==> src/pkg/pgs_defines.vh <==
// Purpose: constants for the priority split and reset control block
// Assumes: 32-bit classic wishbone, word-aligned byte offsets
// Notes:   offsets are byte addresses
`ifndef PGS_DEFINES_VH
`define PGS_DEFINES_VH
`define PGS_ADDR_W          4
`define PGS_OFF_CTRL        4'h0
`define PGS_OFF_SPLIT       4'h4
`define PGS_OFF_CMP         4'h8
`define PGS_OFF_STAT        4'hC
`define PGS_BIT_DBGCLR      1
`define PGS_BIT_RSTREQ      2
`define PGS_BIT_SECONLY     3
`define PGS_SPLIT_LSB       8
`define PGS_SPLIT_MSB       10
`define PGS_SPLIT_RST       3'h0
`define PGS_SPLIT_ALLSUB    3'h7
`define PGS_PRI_W           8
`define PGS_CNT_W           9
`endif

==> src/verilog/pgs_preempt.v <==
// Purpose: decide pre-emption and order between two priority levels
// Assumes: lower numeric value means higher urgency
// Notes:   subpriority only breaks ties once group is equal
`timescale 1ns/10ps
`include "pgs_defines.vh"
module pgs_preempt (
    // selector and the two levels
    input  wire [2:0] sel_i,
    input  wire [7:0] pend_i,
    input  wire [7:0] act_i,
    // decisions
    output wire       preempt_o,
    output wire       pend_first_o
);
    wire [7:0] pend_grp;
    wire [7:0] pend_sub;
    wire [7:0] act_grp;
    wire [7:0] act_sub;
    pgs_split u_pend (
        .sel_i   (sel_i),
        .level_i (pend_i),
        .group_o (pend_grp),
        .sub_o   (pend_sub)
    );
    pgs_split u_act (
        .sel_i   (sel_i),
        .level_i (act_i),
        .group_o (act_grp),
        .sub_o   (act_sub)
    );
    // only group fields decide pre-emption
    assign preempt_o    = (pend_grp < act_grp);
    // equal group: smaller subpriority goes first
    assign pend_first_o = (pend_grp < act_grp) ||
                          ((pend_grp == act_grp) &&
                           (pend_sub < act_sub));
endmodule // pgs_preempt

==> src/verilog/pgs_split.v <==
// Purpose: split one priority level into group and subpriority parts
// Assumes: selector value 7 means no group bits
// Notes:   group part is left aligned, low bits zeroed
`timescale 1ns/10ps
`include "pgs_defines.vh"
module pgs_split (
    // selector and level
    input  wire [2:0] sel_i,
    input  wire [7:0] level_i,
    // fields
    output wire [7:0] group_o,
    output wire [7:0] sub_o
);
    wire [7:0] sub_mask;
    // mask covers bits sel down to 0; sel 7 covers all
    assign sub_mask = (8'hFF >> (3'h7 - sel_i));
    assign group_o  = level_i & ~sub_mask;
    assign sub_o    = level_i & sub_mask;
endmodule // pgs_split

==> src/verilog/pgs_top.v <==
// Summary of operation
// - control bit 2 writes request system reset
// - secure-only set: non-secure reset bit RAZ/WI
// - selector places binary point in level
// - selector n: group [7:n+1], sub [n:0]
// - selector 7: all eight bits subpriority
// - group count 128 halving, sub count doubling
// - pre-emption compares group fields only
//
// Purpose: priority split selector and reset request control
// Assumes: classic wishbone slave, one clock, sync reset
// Notes:   ack one cycle after stb; unmapped reads zero, writes drop
//
// The register offsets and register access over Wishbone were left to the implementer.
`timescale 1ns/10ps
`include "pgs_defines.vh"
module pgs_top (
    // clock and reset
    input  wire        clk_i,
    input  wire        rst_i,
    // wishbone slave
    input  wire        wb_cyc_i,
    input  wire        wb_stb_i,
    input  wire        wb_we_i,
    input  wire [3:0]  wb_adr_i,
    input  wire [3:0]  wb_sel_i,
    input  wire [31:0] wb_dat_i,
    input  wire        wb_nonsecure_i,
    output wire        wb_ack_o,
    output reg  [31:0] wb_dat_o,
    // priority levels to compare
    input  wire [7:0]  pend_level_i,
    input  wire [7:0]  act_level_i,
    // decisions and state
    output reg         preempt_o,
    output reg         pend_first_o,
    output reg  [7:0]  pend_group_o,
    output reg  [7:0]  pend_sub_o,
    output wire [2:0]  priority_split_select_o,
    output wire        system_reset_request_o,
    output reg         debug_clear_active_o
);
    reg        ack_r;
    reg [2:0]  split_r;
    reg        seconly_r;
    reg        rstreq_r;
    reg [7:0]  cmp_pend_r;
    reg [7:0]  cmp_act_r;
    wire       req;
    wire       wr;
    wire       preempt_w;
    wire       first_w;
    wire [7:0] grp_w;
    wire [7:0] sub_w;
    wire       sec_ok;

    // number of group levels: 2^(7-sel); subs 2^(sel+1)
    function [8:0] grp_count;
        input [2:0] s;
        begin
            grp_count = 9'h080 >> s;
        end
    endfunction
    function [8:0] sub_count;
        input [2:0] s;
        begin
            sub_count = 9'h002 << s;
        end
    endfunction

    assign req      = wb_cyc_i & wb_stb_i & ~ack_r;
    assign wr       = req & wb_we_i;
    assign wb_ack_o = ack_r;
    // non-secure access to reset bit blocked when secure-only
    assign sec_ok   = ~(wb_nonsecure_i & seconly_r);
    assign priority_split_select_o = split_r;
    assign system_reset_request_o  = rstreq_r;

    pgs_preempt u_cmp (
        .sel_i        (split_r),
        .pend_i       (pend_level_i),
        .act_i        (act_level_i),
        .preempt_o    (preempt_w),
        .pend_first_o (first_w)
    );
    pgs_split u_view (
        .sel_i   (split_r),
        .level_i (cmp_pend_r),
        .group_o (grp_w),
        .sub_o   (sub_w)
    );

    always @(posedge clk_i) begin
        if (rst_i) begin
            ack_r                <= 1'b0;
            split_r              <= `PGS_SPLIT_RST;
            seconly_r            <= 1'b0;
            rstreq_r             <= 1'b0;
            debug_clear_active_o <= 1'b0;
            cmp_pend_r           <= 8'h00;
            cmp_act_r            <= 8'h00;
            preempt_o            <= 1'b0;
            pend_first_o         <= 1'b0;
            pend_group_o         <= 8'h00;
            pend_sub_o           <= 8'h00;
        end else begin
            ack_r                <= req;
            preempt_o            <= preempt_w;
            pend_first_o         <= first_w;
            pend_group_o         <= grp_w;
            pend_sub_o           <= sub_w;
            // debug clear is a one-cycle strobe, never stored
            debug_clear_active_o <= 1'b0;
            if (wr && wb_adr_i == `PGS_OFF_CTRL && wb_sel_i[0]) begin
                // a one here is unpredictable; we just pulse it
                debug_clear_active_o <= wb_dat_i[`PGS_BIT_DBGCLR];
                if (sec_ok)
                    rstreq_r <= wb_dat_i[`PGS_BIT_RSTREQ];
                if (!wb_nonsecure_i)
                    seconly_r <= wb_dat_i[`PGS_BIT_SECONLY];
            end
            if (wr && wb_adr_i == `PGS_OFF_SPLIT && wb_sel_i[1])
                split_r <= wb_dat_i[`PGS_SPLIT_MSB:`PGS_SPLIT_LSB];
            if (wr && wb_adr_i == `PGS_OFF_CMP) begin
                if (wb_sel_i[0])
                    cmp_pend_r <= wb_dat_i[7:0];
                if (wb_sel_i[1])
                    cmp_act_r <= wb_dat_i[15:8];
            end
        end
    end
    always @(posedge clk_i) begin
        if (rst_i)
            wb_dat_o <= 32'h0000_0000;
        else if (req && !wb_we_i) begin
            wb_dat_o <= 32'h0000_0000;
            case (wb_adr_i)
                `PGS_OFF_CTRL: begin
                    wb_dat_o[`PGS_BIT_RSTREQ]  <= rstreq_r & sec_ok;
                    wb_dat_o[`PGS_BIT_SECONLY] <= seconly_r & ~wb_nonsecure_i;
                end
                `PGS_OFF_SPLIT:
                    wb_dat_o[`PGS_SPLIT_MSB:`PGS_SPLIT_LSB] <= split_r;
                `PGS_OFF_CMP:
                    wb_dat_o[15:0] <= {cmp_act_r, cmp_pend_r};
                `PGS_OFF_STAT: begin
                    wb_dat_o[8:0]   <= grp_count(split_r);
                    wb_dat_o[24:16] <= sub_count(split_r);
                    wb_dat_o[25]    <= (cmp_pend_r & ~grp_w) == sub_w;
                end
                default:
                    wb_dat_o <= 32'h0000_0000;
            endcase
        end
    end
endmodule // pgs_top
==> config.mk <==
export PLATFORM = sky130hd
export DESIGN_NAME = pgs_top
export DESIGN_NICKNAME = d
export VERILOG_FILES = /design/src/verilog/pgs_preempt.v /design/src/verilog/pgs_split.v /design/src/verilog/pgs_top.v
export VERILOG_INCLUDE_DIRS = /design/src /design/src/pkg
export SDC_FILE = /design/constraint.sdc
export NUM_CORES = 1
export LEC_CHECK = 0
export BUFFER_PORTS_ARGS = -buffer_cell sky130_fd_sc_hd__buf_2
export CAP_MARGIN = 0
export CORE_MARGIN = 2
export CORE_UTILIZATION = 50
export CTS_BUF_LIST = sky130_fd_sc_hd__clkbuf_2 sky130_fd_sc_hd__clkbuf_4 sky130_fd_sc_hd__clkbuf_8
export CTS_CLUSTER_SIZE = 25
export DETAILED_ROUTE_END_ITERATION = 8
export GPL_TIMING_DRIVEN = 0
export PLACE_DENSITY = 0.89
export SYNTH_ARGS = -nofsm -noshare
export SYNTH_HDL_FRONTEND = slang
export SYNTH_SLANG_ARGS = --single-unit
==> constraint.sdc <==
create_clock -name clk_i -period 5.5 [get_ports clk_i]
set_input_delay 0.275 -clock clk_i [delete_from_list [all_inputs] [get_ports clk_i]]
set_output_delay 0.275 -clock clk_i [all_outputs]
set_load 0.02 [all_outputs]
==> results of run 1 <==
[logic make-up after synthesis]
family | Yosys count | synth area share [%]
compound gates | 46 | 9.905
fa+ha+maj | 14 | 5.826
buf+inv | 30 | 5.368
flops | 65 | 43.28
mux | 23 | 7.657
other cells | 1 | 0.1247
simple gates | 156 | 27.84
[area by class of cell]
cell class	count	area (sq um)
plain buffers	28	153.9
clock buffers	13	160.2
clock inverters	3	40.04
fillers	502	2068
inverters	2	7.507
multi-input cells	247	1570
flip-flops and latches	65	1301
well taps	75	93.84
repair buffers	91	455.4
[path summary, 6_finish.rpt]
path                            cells past startpoint                               startpoint                   endpoint  slack (ns)
worst max-delay path                                9  priority_split_select_o[1]$_SDFFE_PP0P_    pend_first_o$_SDFF_PP0_        2.94
worst min-delay path                                3                             wb_dat_i[15]  cmp_act_r[7]$_SDFFE_PP0P_        0.16
worst max register to register                      9  priority_split_select_o[1]$_SDFFE_PP0P_    pend_first_o$_SDFF_PP0_        2.94
worst min register to register                      2                wb_dat_o[21]$_SDFFE_PP0P_  wb_dat_o[21]$_SDFFE_PP0P_        0.45
[registers in the layout (all words and copies together) (netlist names)]
name and count:
pend_first_o 1, seconly_r 1, wb_dat_o 25, priority_split_select_o 3, preempt_o 1, pend_sub_o 8, pend_group_o 7, cmp_pend_r 8
wb_ack_o 1, debug_clear_active_o 1, cmp_act_r 8, system_reset_request_o 1
[per-layer routing]
metal | track usage [%] | vias to the layer above | wire (microns)
li1 | - | 1377 | -
met4 | 9.831 | 0 | 135
met1 | 29.61 | 1303 | 3225
met2 | 41.15 | 130 | 3734
met3 | 8.242 | 11 | 808
met5 | 0 | - | 0
[per-stage QoR]
| step | cell area (sq um) | cells | hold slack (ns) |
|---|---|---|---|
| 2_1_floorplan | 3033 | 342 | 0.3933 |
| 3_3_place_gp | 3582 | 508 | 0.4363 |
| 3_5_place_dp | 3582 | 508 | 0.4453 |
| 4_1_cts | 3782 | 524 | 0.1547 |
| 5_1_grt | 3782 | 524 | 0.1647 |
| 6_report | 3782 | 524 | 0.1577 |
[placed cells by master, fill, tap and decap left out, types with 8 or more instances in the layout]
cell,n
a21oi_1,14
and2_1,10
buf_2,97
buf_4,11
clkbuf_1,11
clkbuf_8,10
conb_1,8
dfxtp_1,65
ha_1,14
mux2i_1,23
nand2_1,28
nor2_1,52
nor2b_1,8
nor3_1,15
o21ai_0,10
[worst max-delay path, delay by kind of cell, from the launching register on]
kind | cells | cell delay, ns
flops | 1 | 0.33
buf+inv | 2 | 0.61
simple gates | 3 | 0.49
compound gates | 3 | 0.75
fa+ha+maj | 1 | 0.31
[power by group through the flow]
stage / Sequential [mW] / Combinational, mW / Clock [mW]
finish: 0.479 / 0.0889 / 0.414
global route: 0.479 / 0.0975 / 0.438
floorplan: 0.495 / 0.0453 / 0
CTS: 0.479 / 0.0882 / 0.419
detailed placement: 0.489 / 0.0875 / 0
global placement: 0.489 / 0.0858 / 0
==> results.py, run 1 <==
metrics = {
    "power_and_ir_drop": {
        "sequentialPowerShare_pct": 48.8,
        "p_clk_share_pct": 42.2,
        "power.internal_mw": 0.7479,
        "combPwrFrac_pct": 9.1,
        "p_total_mw": 0.9819,
        "netSwitchingFraction_pct": 23.83,
        "powerDensity_nw_per_um2": 259.6,
        "ir_drop_mv": 0.1519,
        "power.switching_mw": 0.2340,
        "leakage_nw": 1.855,
    },
    "floorplanning": {
        "core-area_sq_um": 5851,
        "rows": 28,
        "die_h_microns": 81.55,
        "io_pins": 118,
        "die-area_sq_um": 6650,
        "chipWidth_microns": 81.55,
        "initial_core_util_pct": 51.39,
    },
    "drt": {
        "wl_per_cell_microns": 15.08,
        "vias": 2821,
        "finalWirelength_microns": 7904,
        "drc": 0,
        "ant_nets": 0,
        "dr.pass1.iters": 4,
        "via_per_inst": 5.384,
        "first_iter_violations": 238,
    },
    "sta": {
        "setup_viol": 0,
        "skew_ns": 0.006460,
        "finalMaxSlewViolations": 0,
        "fin_crit_ns": 2.565,
        "setup_slack_ns": 2.935,
        "finalHoldViolations": 0,
        "min_period_over_period_pct": 46.63,
        "slew_headroom_pct": 60.50,
        "tns_ns": 0,
        "max_freq_mhz": 389.9,
        "tightestPinTransition_ns": 0.5880,
        "grt_setup_unrepaired": "false",
    },
    "global_routing": {
        "grt_max_degree": 11,
        "grt_pass1_wl_microns": 12190,
        "grt_pass1_vias": 2624,
        "antenna_found_initial": 0,
        "grt_usage_pct": 24.81,
        "overflow": 0,
    },
    "synthesis": {
        "netlist_top_cells_count": "dfxtp_1 (65), nor2_1 (52), nand2_1 (28)",
        "synth-main-ff-cell": "dfxtp_1",
        "yosysUniqueCellTypes": 40,
        "synth-edff-count": 0,
        "syn_area_sq_um": 3007,
        "yosysSeqAreaShare_pct": 43.28,
        "synth_top_area_share_pct": 43.28,
        "async_flop_share_pct": 0,
        "netlist_instances": 335,
        "synth_top_area_cell": "dfxtp_1",
        "ys.warnings.count": 0,
        "synth.most_common_cell": "dfxtp_1",
        "synthTopCellsByArea": "dfxtp_1 (43%), mux2i_1 (7.7%), nor2_1 (6.5%)",
        "syn_area_per_cell_sq_um": 8.975,
        "ys_ff_latch": 65,
    },
    "placed_design": {
        "place.gp.congestion": 0.8990,
        "io_buffers": 91,
        "hpwlAfterDp_microns": 5913,
        "dpl_worst_slack_ns": 3.047,
    },
    "cts": {
        "cts_buffers": 9,
        "post_cts_buffers": 0,
        "clockBufferDepth": 2,
        "h-tree-depth": 3,
        "cts.sinks": 65,
        "clock-root-buffer": "clkbuf_8",
        "post_cts_resized": 0,
        "clk_latency_ns": 0.35,
        "cts_hold_buf": 0,
        "cts_tree": "yes",
        "clk_pin_slew_ns": 0.07,
    },
    "critical_path": {
        "start_kind": "register",
        "crit_arrival_ns": 2.84,
        "slowest_stage": "a2111oi_0",
        "crit_fanout": 10,
        "endpoint_kind": "register",
        "path_cells": "clkbuf_1 > buf_2 > nand3_1 > and2_1 > ha_1 > nand4_1 > a2111oi_0 > o221ai_1 > o21ai_0",
        "cp.required_ns": 5.78,
        "worst-setup-path-type": "register to register",
        "critPathMaxStageDelay_ns": 0.45,
    },
    "cells_and_area": {
        "area_growth_pct": 25.80,
        "nNetsFinal": 520,
        "antenna_cells": 0,
        "drive_gt1_share_pct": 29.18,
        "utilization_pct": 64.65,
    },
    "job": {
        "drv_cap": 0,
    },
    "hold_path": {
        "hold_path_class": "primary input to register",
    },
    "status": {
        "outcome": "complete, no violations",
    },
}
Note: power is estimated with default switching activity, not from simulation.
==> run 2: changes to the inputs <==
- ABC_AREA: not set -> 1
- clock period: 5.5 -> 2.7 ns (I/O delays scaled with it)
==> run 2 against run 1 <==
Compared with the run above: worst hold slack worse by 0.13 ns; sequential power grew 100%; fmax up 8.5%; largest cell class unchanged; routed wire length rose by 2.4%; clock power rose by 110%; combinational power up 130%.
==> results.py, run 2 <==
metrics = {
    "status": {
        "outcome": "complete, no violations",
    },
    "synthesis": {
        "synthAdderAreaFrac_pct": 5.738,
        "ys_ff_latch": 65,
        "synth-main-ff-cell": "dfxtp_1",
        "synthXorXnorAreaFrac_pct": 0,
        "synth_top_area_share_pct": 42.62,
        "syn_area_per_cell_sq_um": 7.200,
        "yosysUniqueCellTypes": 34,
        "netlist_instances": 424,
        "async_flop_share_pct": 0,
        "synth-edff-count": 0,
        "synth_top_family_by_area": "simple AND/OR/NAND/NOR gates",
        "netlist_top_cells_count": "nor2_1 (92), nand2_1 (81), dfxtp_1 (65)",
        "synth_top_area_cell": "dfxtp_1",
        "ys.warnings.count": 0,
        "synthTopCellsByArea": "dfxtp_1 (43%), nor2_1 (11%), nand2_1 (10%)",
        "synth_mux_area_share_pct": 0,
        "yosysSeqAreaShare_pct": 42.62,
        "synth.most_common_cell": "nor2_1",
        "synth_compound_area_share_pct": 10.90,
        "syn_area_sq_um": 3053,
        "synth-simple-area-share_pct": 30.82,
    },
    "power_and_ir_drop": {
        "leakage_nw": 2.010,
        "netSwitchingFraction_pct": 27.05,
        "power.switching_mw": 0.5510,
        "p_total_mw": 2.037,
        "sequentialPowerShare_pct": 48.1,
        "powerDensity_nw_per_um2": 531.6,
        "ir_drop_mv": 0.3348,
        "combPwrFrac_pct": 10.1,
        "power.internal_mw": 1.486,
        "p_clk_share_pct": 41.7,
    },
    "cts": {
        "cts_hold_buf": 0,
        "clk_pin_slew_ns": 0.08,
        "post_cts_buffers": 0,
        "clock-root-buffer": "clkbuf_8",
        "cts.sinks": 65,
        "h-tree-depth": 3,
        "clk_latency_ns": 0.35,
        "cts_buffers": 9,
        "clockBufferDepth": 2,
        "post_cts_resized": 0,
        "cts_tree": "yes",
    },
    "sta": {
        "setup_slack_ns": 0.3358,
        "finalHoldViolations": 0,
        "slew_headroom_pct": 63.91,
        "tightestPinTransition_ns": 0.5413,
        "fin_crit_ns": 2.364,
        "tns_ns": 0,
        "grt_setup_unrepaired": "false",
        "max_freq_mhz": 423.0,
        "finalMaxSlewViolations": 0,
        "min_period_over_period_pct": 87.56,
        "skew_ns": 0.007742,
        "setup_viol": 0,
    },
    "placed_design": {
        "hpwlAfterDp_microns": 6167,
        "io_buffers": 91,
        "placed_area_sq_um": 3628,
        "dpl_worst_slack_ns": 0.4282,
        "dpl.cell_count": 597,
        "place.gp.congestion": 0.8893,
    },
    "global_routing": {
        "grt_pass1_vias": 2798,
        "overflow": 0,
        "grt_max_degree": 14,
        "grt_usage_pct": 25.14,
        "antenna_found_initial": 0,
        "grt_pass1_wl_microns": 12780,
    },
    "cells_and_area": {
        "nNetsFinal": 609,
        "drive_gt1_share_pct": 25.84,
        "largest_register_ffs": 25,
        "top_register": "wb_dat_o",
        "final_area_sq_um": 3831,
        "layout_commonest_cell": "buf_2",
        "final_cell_mix": "buf_2 (94), nor2_1 (92), nand2_1 (81), dfxtp_1 (65), inv_1 (45)",
        "area_growth_pct": 25.49,
        "antenna_cells": 0,
        "finalNonFillerCells": 613,
    },
    "critical_path": {
        "reg2regPathDepth": 12,
        "worst-setup-path-type": "register to register",
        "reg2reg_slack_ns": 0.34,
        "rr_startpoint": "priority_split_select_o[2]$_SDFFE_PP0P_",
        "crit_fanout": 10,
        "start_kind": "register",
        "crit_arrival_ns": 2.61,
        "r2r_end": "pend_first_o$_SDFF_PP0_",
        "cp.required_ns": 2.94,
        "endpoint_kind": "register",
    },
    "hold_path": {
        "hold_end": "system_reset_request_o$_SDFFE_PP0P_",
        "hold_depth": 3,
        "hold_path_class": "primary input to register",
        "hp-start": "wb_dat_i[2]",
    },
    "drt": {
        "finalWirelength_microns": 8096,
        "ant_nets": 0,
        "drc": 0,
        "via_per_inst": 5.104,
        "vias": 3129,
        "first_iter_violations": 311,
        "wl_per_cell_microns": 13.21,
        "dr.pass1.iters": 5,
    },
    "floorplanning": {
        "initial_core_util_pct": 51.56,
        "die-area_sq_um": 6747,
        "io_pins": 118,
        "core-area_sq_um": 5921,
        "die_h_microns": 82.14,
        "chipWidth_microns": 82.14,
        "rows": 28,
    },
    "job": {
        "drv_cap": 0,
    },
}
==> run 2: changes by cell type in the layout (fill, tap and decap cells not counted), moves of 16 or more <==
cell,delta
inv_1,+43
nor2_1,+40
o21ai_0,+16
mux2i_1,-23
nand2_1,+53
==> run 2: worst max-delay path: stages (launching register included) <==
cell      delay (ns)
dfxtp_1         0.41
buf_4           0.23
nand2_1         0.14
nor2_1          0.26
inv_1           0.17
nand2_1         0.09
inv_1           0.05
ha_1            0.29
nand2_1         0.07
nor2_1          0.14
a21boi_0        0.20
nand2b_1        0.15
nand2_1         0.06
==> run 2: area by class of cell <==
class	count	area [sq um]
buffer	18	105.1
clock buffer	9	123.9
clock inverter	7	78.83
fill	513	2090
inverter	50	193.9
multi-input combinational	298	1479
sequential	65	1301
tap	75	93.84
timing repair buffer	91	455.4
==> run 2: per-stage QoR <==
stage / hold slack (ns) / util [%]
finish: 0.02624 / 64.71
global route: 0.03943 / 64.71
CTS: 0.03152 / 64.71
detailed placement: 0.3927 / 61.28
global placement: 0.3883 / 61.28
floorplan: 0.2699 / -
==> run 2: cells by family after synthesis <==
logic type,count (synthesis)
adders and majority gates,14
buffers and inverters,68
and+or+nand+nor,217
other,1
DFF,65
AOI/OAI and AO/OA,59
==> run 2: power by group through the flow <==
| stage | logic (mW) | registers [mW] | clock network [mW] |
|---|---|---|---|
| 2_1_floorplan | 0.107 | 1.02 | 0 |
| 3_3_place_gp | 0.198 | 1.00 | 0 |
| 3_5_place_dp | 0.202 | 1.00 | 0 |
| 4_1_cts | 0.205 | 0.981 | 0.849 |
| 5_1_grt | 0.230 | 0.982 | 0.897 |
| 6_report | 0.207 | 0.981 | 0.850 |
==> run 2: how the worst max path moves through the flow <==
stage | end | from | slack, ns | depth (start not counted)
floorplan | pend_first_o$_SDFF_PP0_ | priority_split_select_o[2]$_SDFFE_PP0P_ | 0.65 | 12
global placement | pend_first_o$_SDFF_PP0_ | priority_split_select_o[2]$_SDFFE_PP0P_ | 0.51 | 12
detailed placement | pend_first_o$_SDFF_PP0_ | priority_split_select_o[2]$_SDFFE_PP0P_ | 0.43 | 12
CTS | pend_first_o$_SDFF_PP0_ | priority_split_select_o[2]$_SDFFE_PP0P_ | 0.38 | 12
global route | pend_first_o$_SDFF_PP0_ | priority_split_select_o[2]$_SDFFE_PP0P_ | 0.14 | 12
finish | pend_first_o$_SDFF_PP0_ | priority_split_select_o[2]$_SDFFE_PP0P_ | 0.34 | 12
==> run 2: routing by layer <==
| layer | wire, microns | share of wire, % | GRT usage [%] |
|---|---|---|---|
| met1 | 3319 | 41 | 30.62 |
| met2 | 3912 | 48 | 41.46 |
| met3 | 680 | 8.4 | 6.522 |
| met4 | 184 | 2.3 | 11.83 |
| met5 | 0 | 0 | 0 |
==> run 3: changes to the inputs <==
--- a/config.mk
+++ b/config.mk
@@ -8,3 +8,2 @@
 export LEC_CHECK = 0
-export ABC_AREA = 1
 export BUFFER_PORTS_ARGS = -buffer_cell sky130_fd_sc_hd__buf_2
@@ -18,2 +17,3 @@
 export PLACE_DENSITY = 0.89
+export SKIP_LAST_GASP = 1
 export SYNTH_ARGS = -nofsm -noshare
==> constraint.sdc (replaced) <==
create_clock -name clk_i -period 2.7 [get_ports clk_i]
set_input_delay 0.27 -clock clk_i [delete_from_list [all_inputs] [get_ports clk_i]]
set_output_delay 0.27 -clock clk_i [all_outputs]
set_load 0.02 [all_outputs]
==> run 3 against run 2 <==
Compared with the run above: routed wire length decreased by 2.1%; largest power group unchanged; worst setup slack got worse by 0.12 ns; non-clock buffer count is 10 higher; fmax down 4.7%; first-iteration DRC count decreased by 23%; core utilization about the same; clock power is essentially flat; combinational power fell by 12%; sequential share of layout area is 0.38 points higher.
==> results.py, run 3 (synthesized netlist as in run 1, its figures left out) <==
metrics = {
    "sta": {
        "skew_ns": 0.006829,
        "min_period_over_period_pct": 91.92,
        "setup_viol": 0,
        "slew_headroom_pct": 60.86,
        "finalHoldViolations": 0,
        "finalMaxSlewViolations": 0,
        "hold_ws_ns": 0.1504,
        "fin_crit_ns": 2.482,
        "tightestPinTransition_ns": 0.5826,
        "tns_ns": 0,
        "max_freq_mhz": 402.9,
    },
    "cells_and_area": {
        "final_cell_mix": "buf_2 (97), dfxtp_1 (65), nor2_1 (52), nand2_1 (28), mux2i_1 (23)",
        "seqCellArea_sq_um": 1301,
        "finalNonFillerCells": 524,
        "nNetsFinal": 520,
        "multi_input_area_sq_um": 1577,
        "area_growth_pct": 26.01,
        "fillers": 500,
        "layout_commonest_cell": "buf_2",
        "utilization_pct": 64.76,
        "largest_register_ffs": 25,
        "antenna_cells": 0,
        "top_register": "wb_dat_o",
        "drive_gt1_share_pct": 29.40,
    },
    "drt": {
        "dr.pass1.iters": 5,
        "routed-wl-met3_microns": 789,
        "first_iter_violations": 241,
        "vias": 2817,
        "ant_nets": 0,
        "via_per_inst": 5.376,
        "topRoutingLayerUsed": "met4",
        "wl_per_cell_microns": 15.13,
        "drc": 0,
        "finalWirelength_microns": 7927,
        "wl_met1_microns": 3272,
        "met2WireLength_microns": 3685,
    },
    "power_and_ir_drop": {
        "powerDensity_nw_per_um2": 528.9,
        "ir_drop_mv": 0.3090,
        "netSwitchingFraction_pct": 23.97,
        "power.internal_mw": 1.524,
        "leakage_nw": 1.856,
        "p_clk_share_pct": 42.3,
        "combPwrFrac_pct": 9.1,
        "power.switching_mw": 0.4804,
        "sequentialPowerShare_pct": 48.7,
    },
    "global_routing": {
        "grt_pass1_vias": 2624,
        "grt_usage_pct": 24.81,
        "overflow": 0,
        "grt_pass1_wl_microns": 12190,
        "antenna_found_initial": 0,
        "grt_max_degree": 11,
    },
    "cts": {
        "cts_tree": "yes",
        "cts_hold_buf": 0,
        "clock-root-buffer": "clkbuf_8",
        "cts.sinks": 65,
        "clk_latency_ns": 0.35,
        "clockBufferDepth": 2,
        "h-tree-depth": 3,
        "clk_pin_slew_ns": 0.07,
        "cts_buffers": 9,
    },
    "floorplanning": {
        "initial_core_util_pct": 51.39,
        "die_h_microns": 81.55,
        "rows": 28,
        "core-area_sq_um": 5851,
        "io_pins": 118,
        "die-area_sq_um": 6650,
        "chipWidth_microns": 81.55,
    },
    "critical_path": {
        "crit_fanout": 10,
        "worst-setup-path-type": "register to register",
        "cp.required_ns": 2.98,
        "start_kind": "register",
        "critPathLaunch": "priority_split_select_o[1]$_SDFFE_PP0P_",
        "crit_arrival_ns": 2.76,
        "endpoint_kind": "register",
        "rr_startpoint": "priority_split_select_o[1]$_SDFFE_PP0P_",
    },
    "status": {
        "outcome": "complete, no violations",
    },
    "hold_path": {
        "hold_path_class": "primary input to register",
        "hp-start": "wb_dat_i[15]",
    },
    "placed_design": {
        "dpl.cell_count": 508,
        "io_buffers": 91,
        "hpwlAfterDp_microns": 5913,
        "place.gp.congestion": 0.8990,
    },
    "job": {
        "drv_cap": 0,
    },
}
## run 3: cell types whose count changed in the layout (fill, tap and decap cells not counted), moves of 8 or more
cell / before / now
nand3_1: 17 / 7
mux2i_1: 0 / 23
nand2_1: 81 / 28
o21ai_0: 26 / 10
nor2_1: 92 / 52
inv_1: 45 / 2
and2_1: 0 / 10
nor2b_1: 0 / 8
## run 3: power groups by stage
stage               sequential, mW  clock [mW]  combinational (mW)
floorplan                     1.01           0              0.0923
finish                       0.975       0.847               0.182
global route                 0.976       0.892               0.199
detailed placement           0.997           0               0.178
global placement             0.996           0               0.175
CTS                          0.975       0.854               0.180
## run 3: area by class of cell
class	instances	area share, %
multi-input combinational	247	41.61
sequential	65	34.35
timing repair buffer	91	12.02
clock buffer	13	4.227
buffer	28	4.062
tap	75	2.477
clock inverter	3	1.057
inverter	2	0.1982
## run 3: routing by layer
layer | up-vias | GRT usage, %
li1 | 1381 | -
met4 | 0 | 9.831
met5 | - | 0
met1 | 1282 | 29.61
met3 | 18 | 8.242
met2 | 136 | 41.15
## run 3: stage by stage
step / setup slack [ns] / cell area (sq um) / power [mW]
after global routing: -0.04848 / 3789 / 2.067
after detailed placement: 0.2473 / 3582 / 1.175
final: 0.2183 / 3789 / 2.004
after global placement: 0.3738 / 3582 / 1.171
after CTS: 0.1992 / 3782 / 2.009
after floorplan: 0.4620 / 3033 / 1.101
## run 3: critical path, stage by stage, from the launching register on
cell       delay [ns]
dfxtp_1          0.33
clkbuf_1         0.30
buf_2            0.31
nand3_1          0.16
and2_1           0.19
ha_1             0.31
nand4_1          0.17
a2111oi_2        0.38
o221ai_1         0.17
o21ai_0          0.09
## run 3: path summary, 6_finish.rpt
path                                                  end  slack (ns)  cells past startpoint
worst max-delay path              pend_first_o$_SDFF_PP0_        0.22                      9
worst min-delay path            cmp_act_r[7]$_SDFFE_PP0P_        0.15                      3
worst max register to register    pend_first_o$_SDFF_PP0_        0.22                      9
worst min register to register  wb_dat_o[21]$_SDFFE_PP0P_        0.45                      2
## run 3: repair_timing
action                                  in CTS  in global routing
gates resized for setup                      0                  2
endpoints found under the setup margin       0                  1
setup buffers                                0                  0
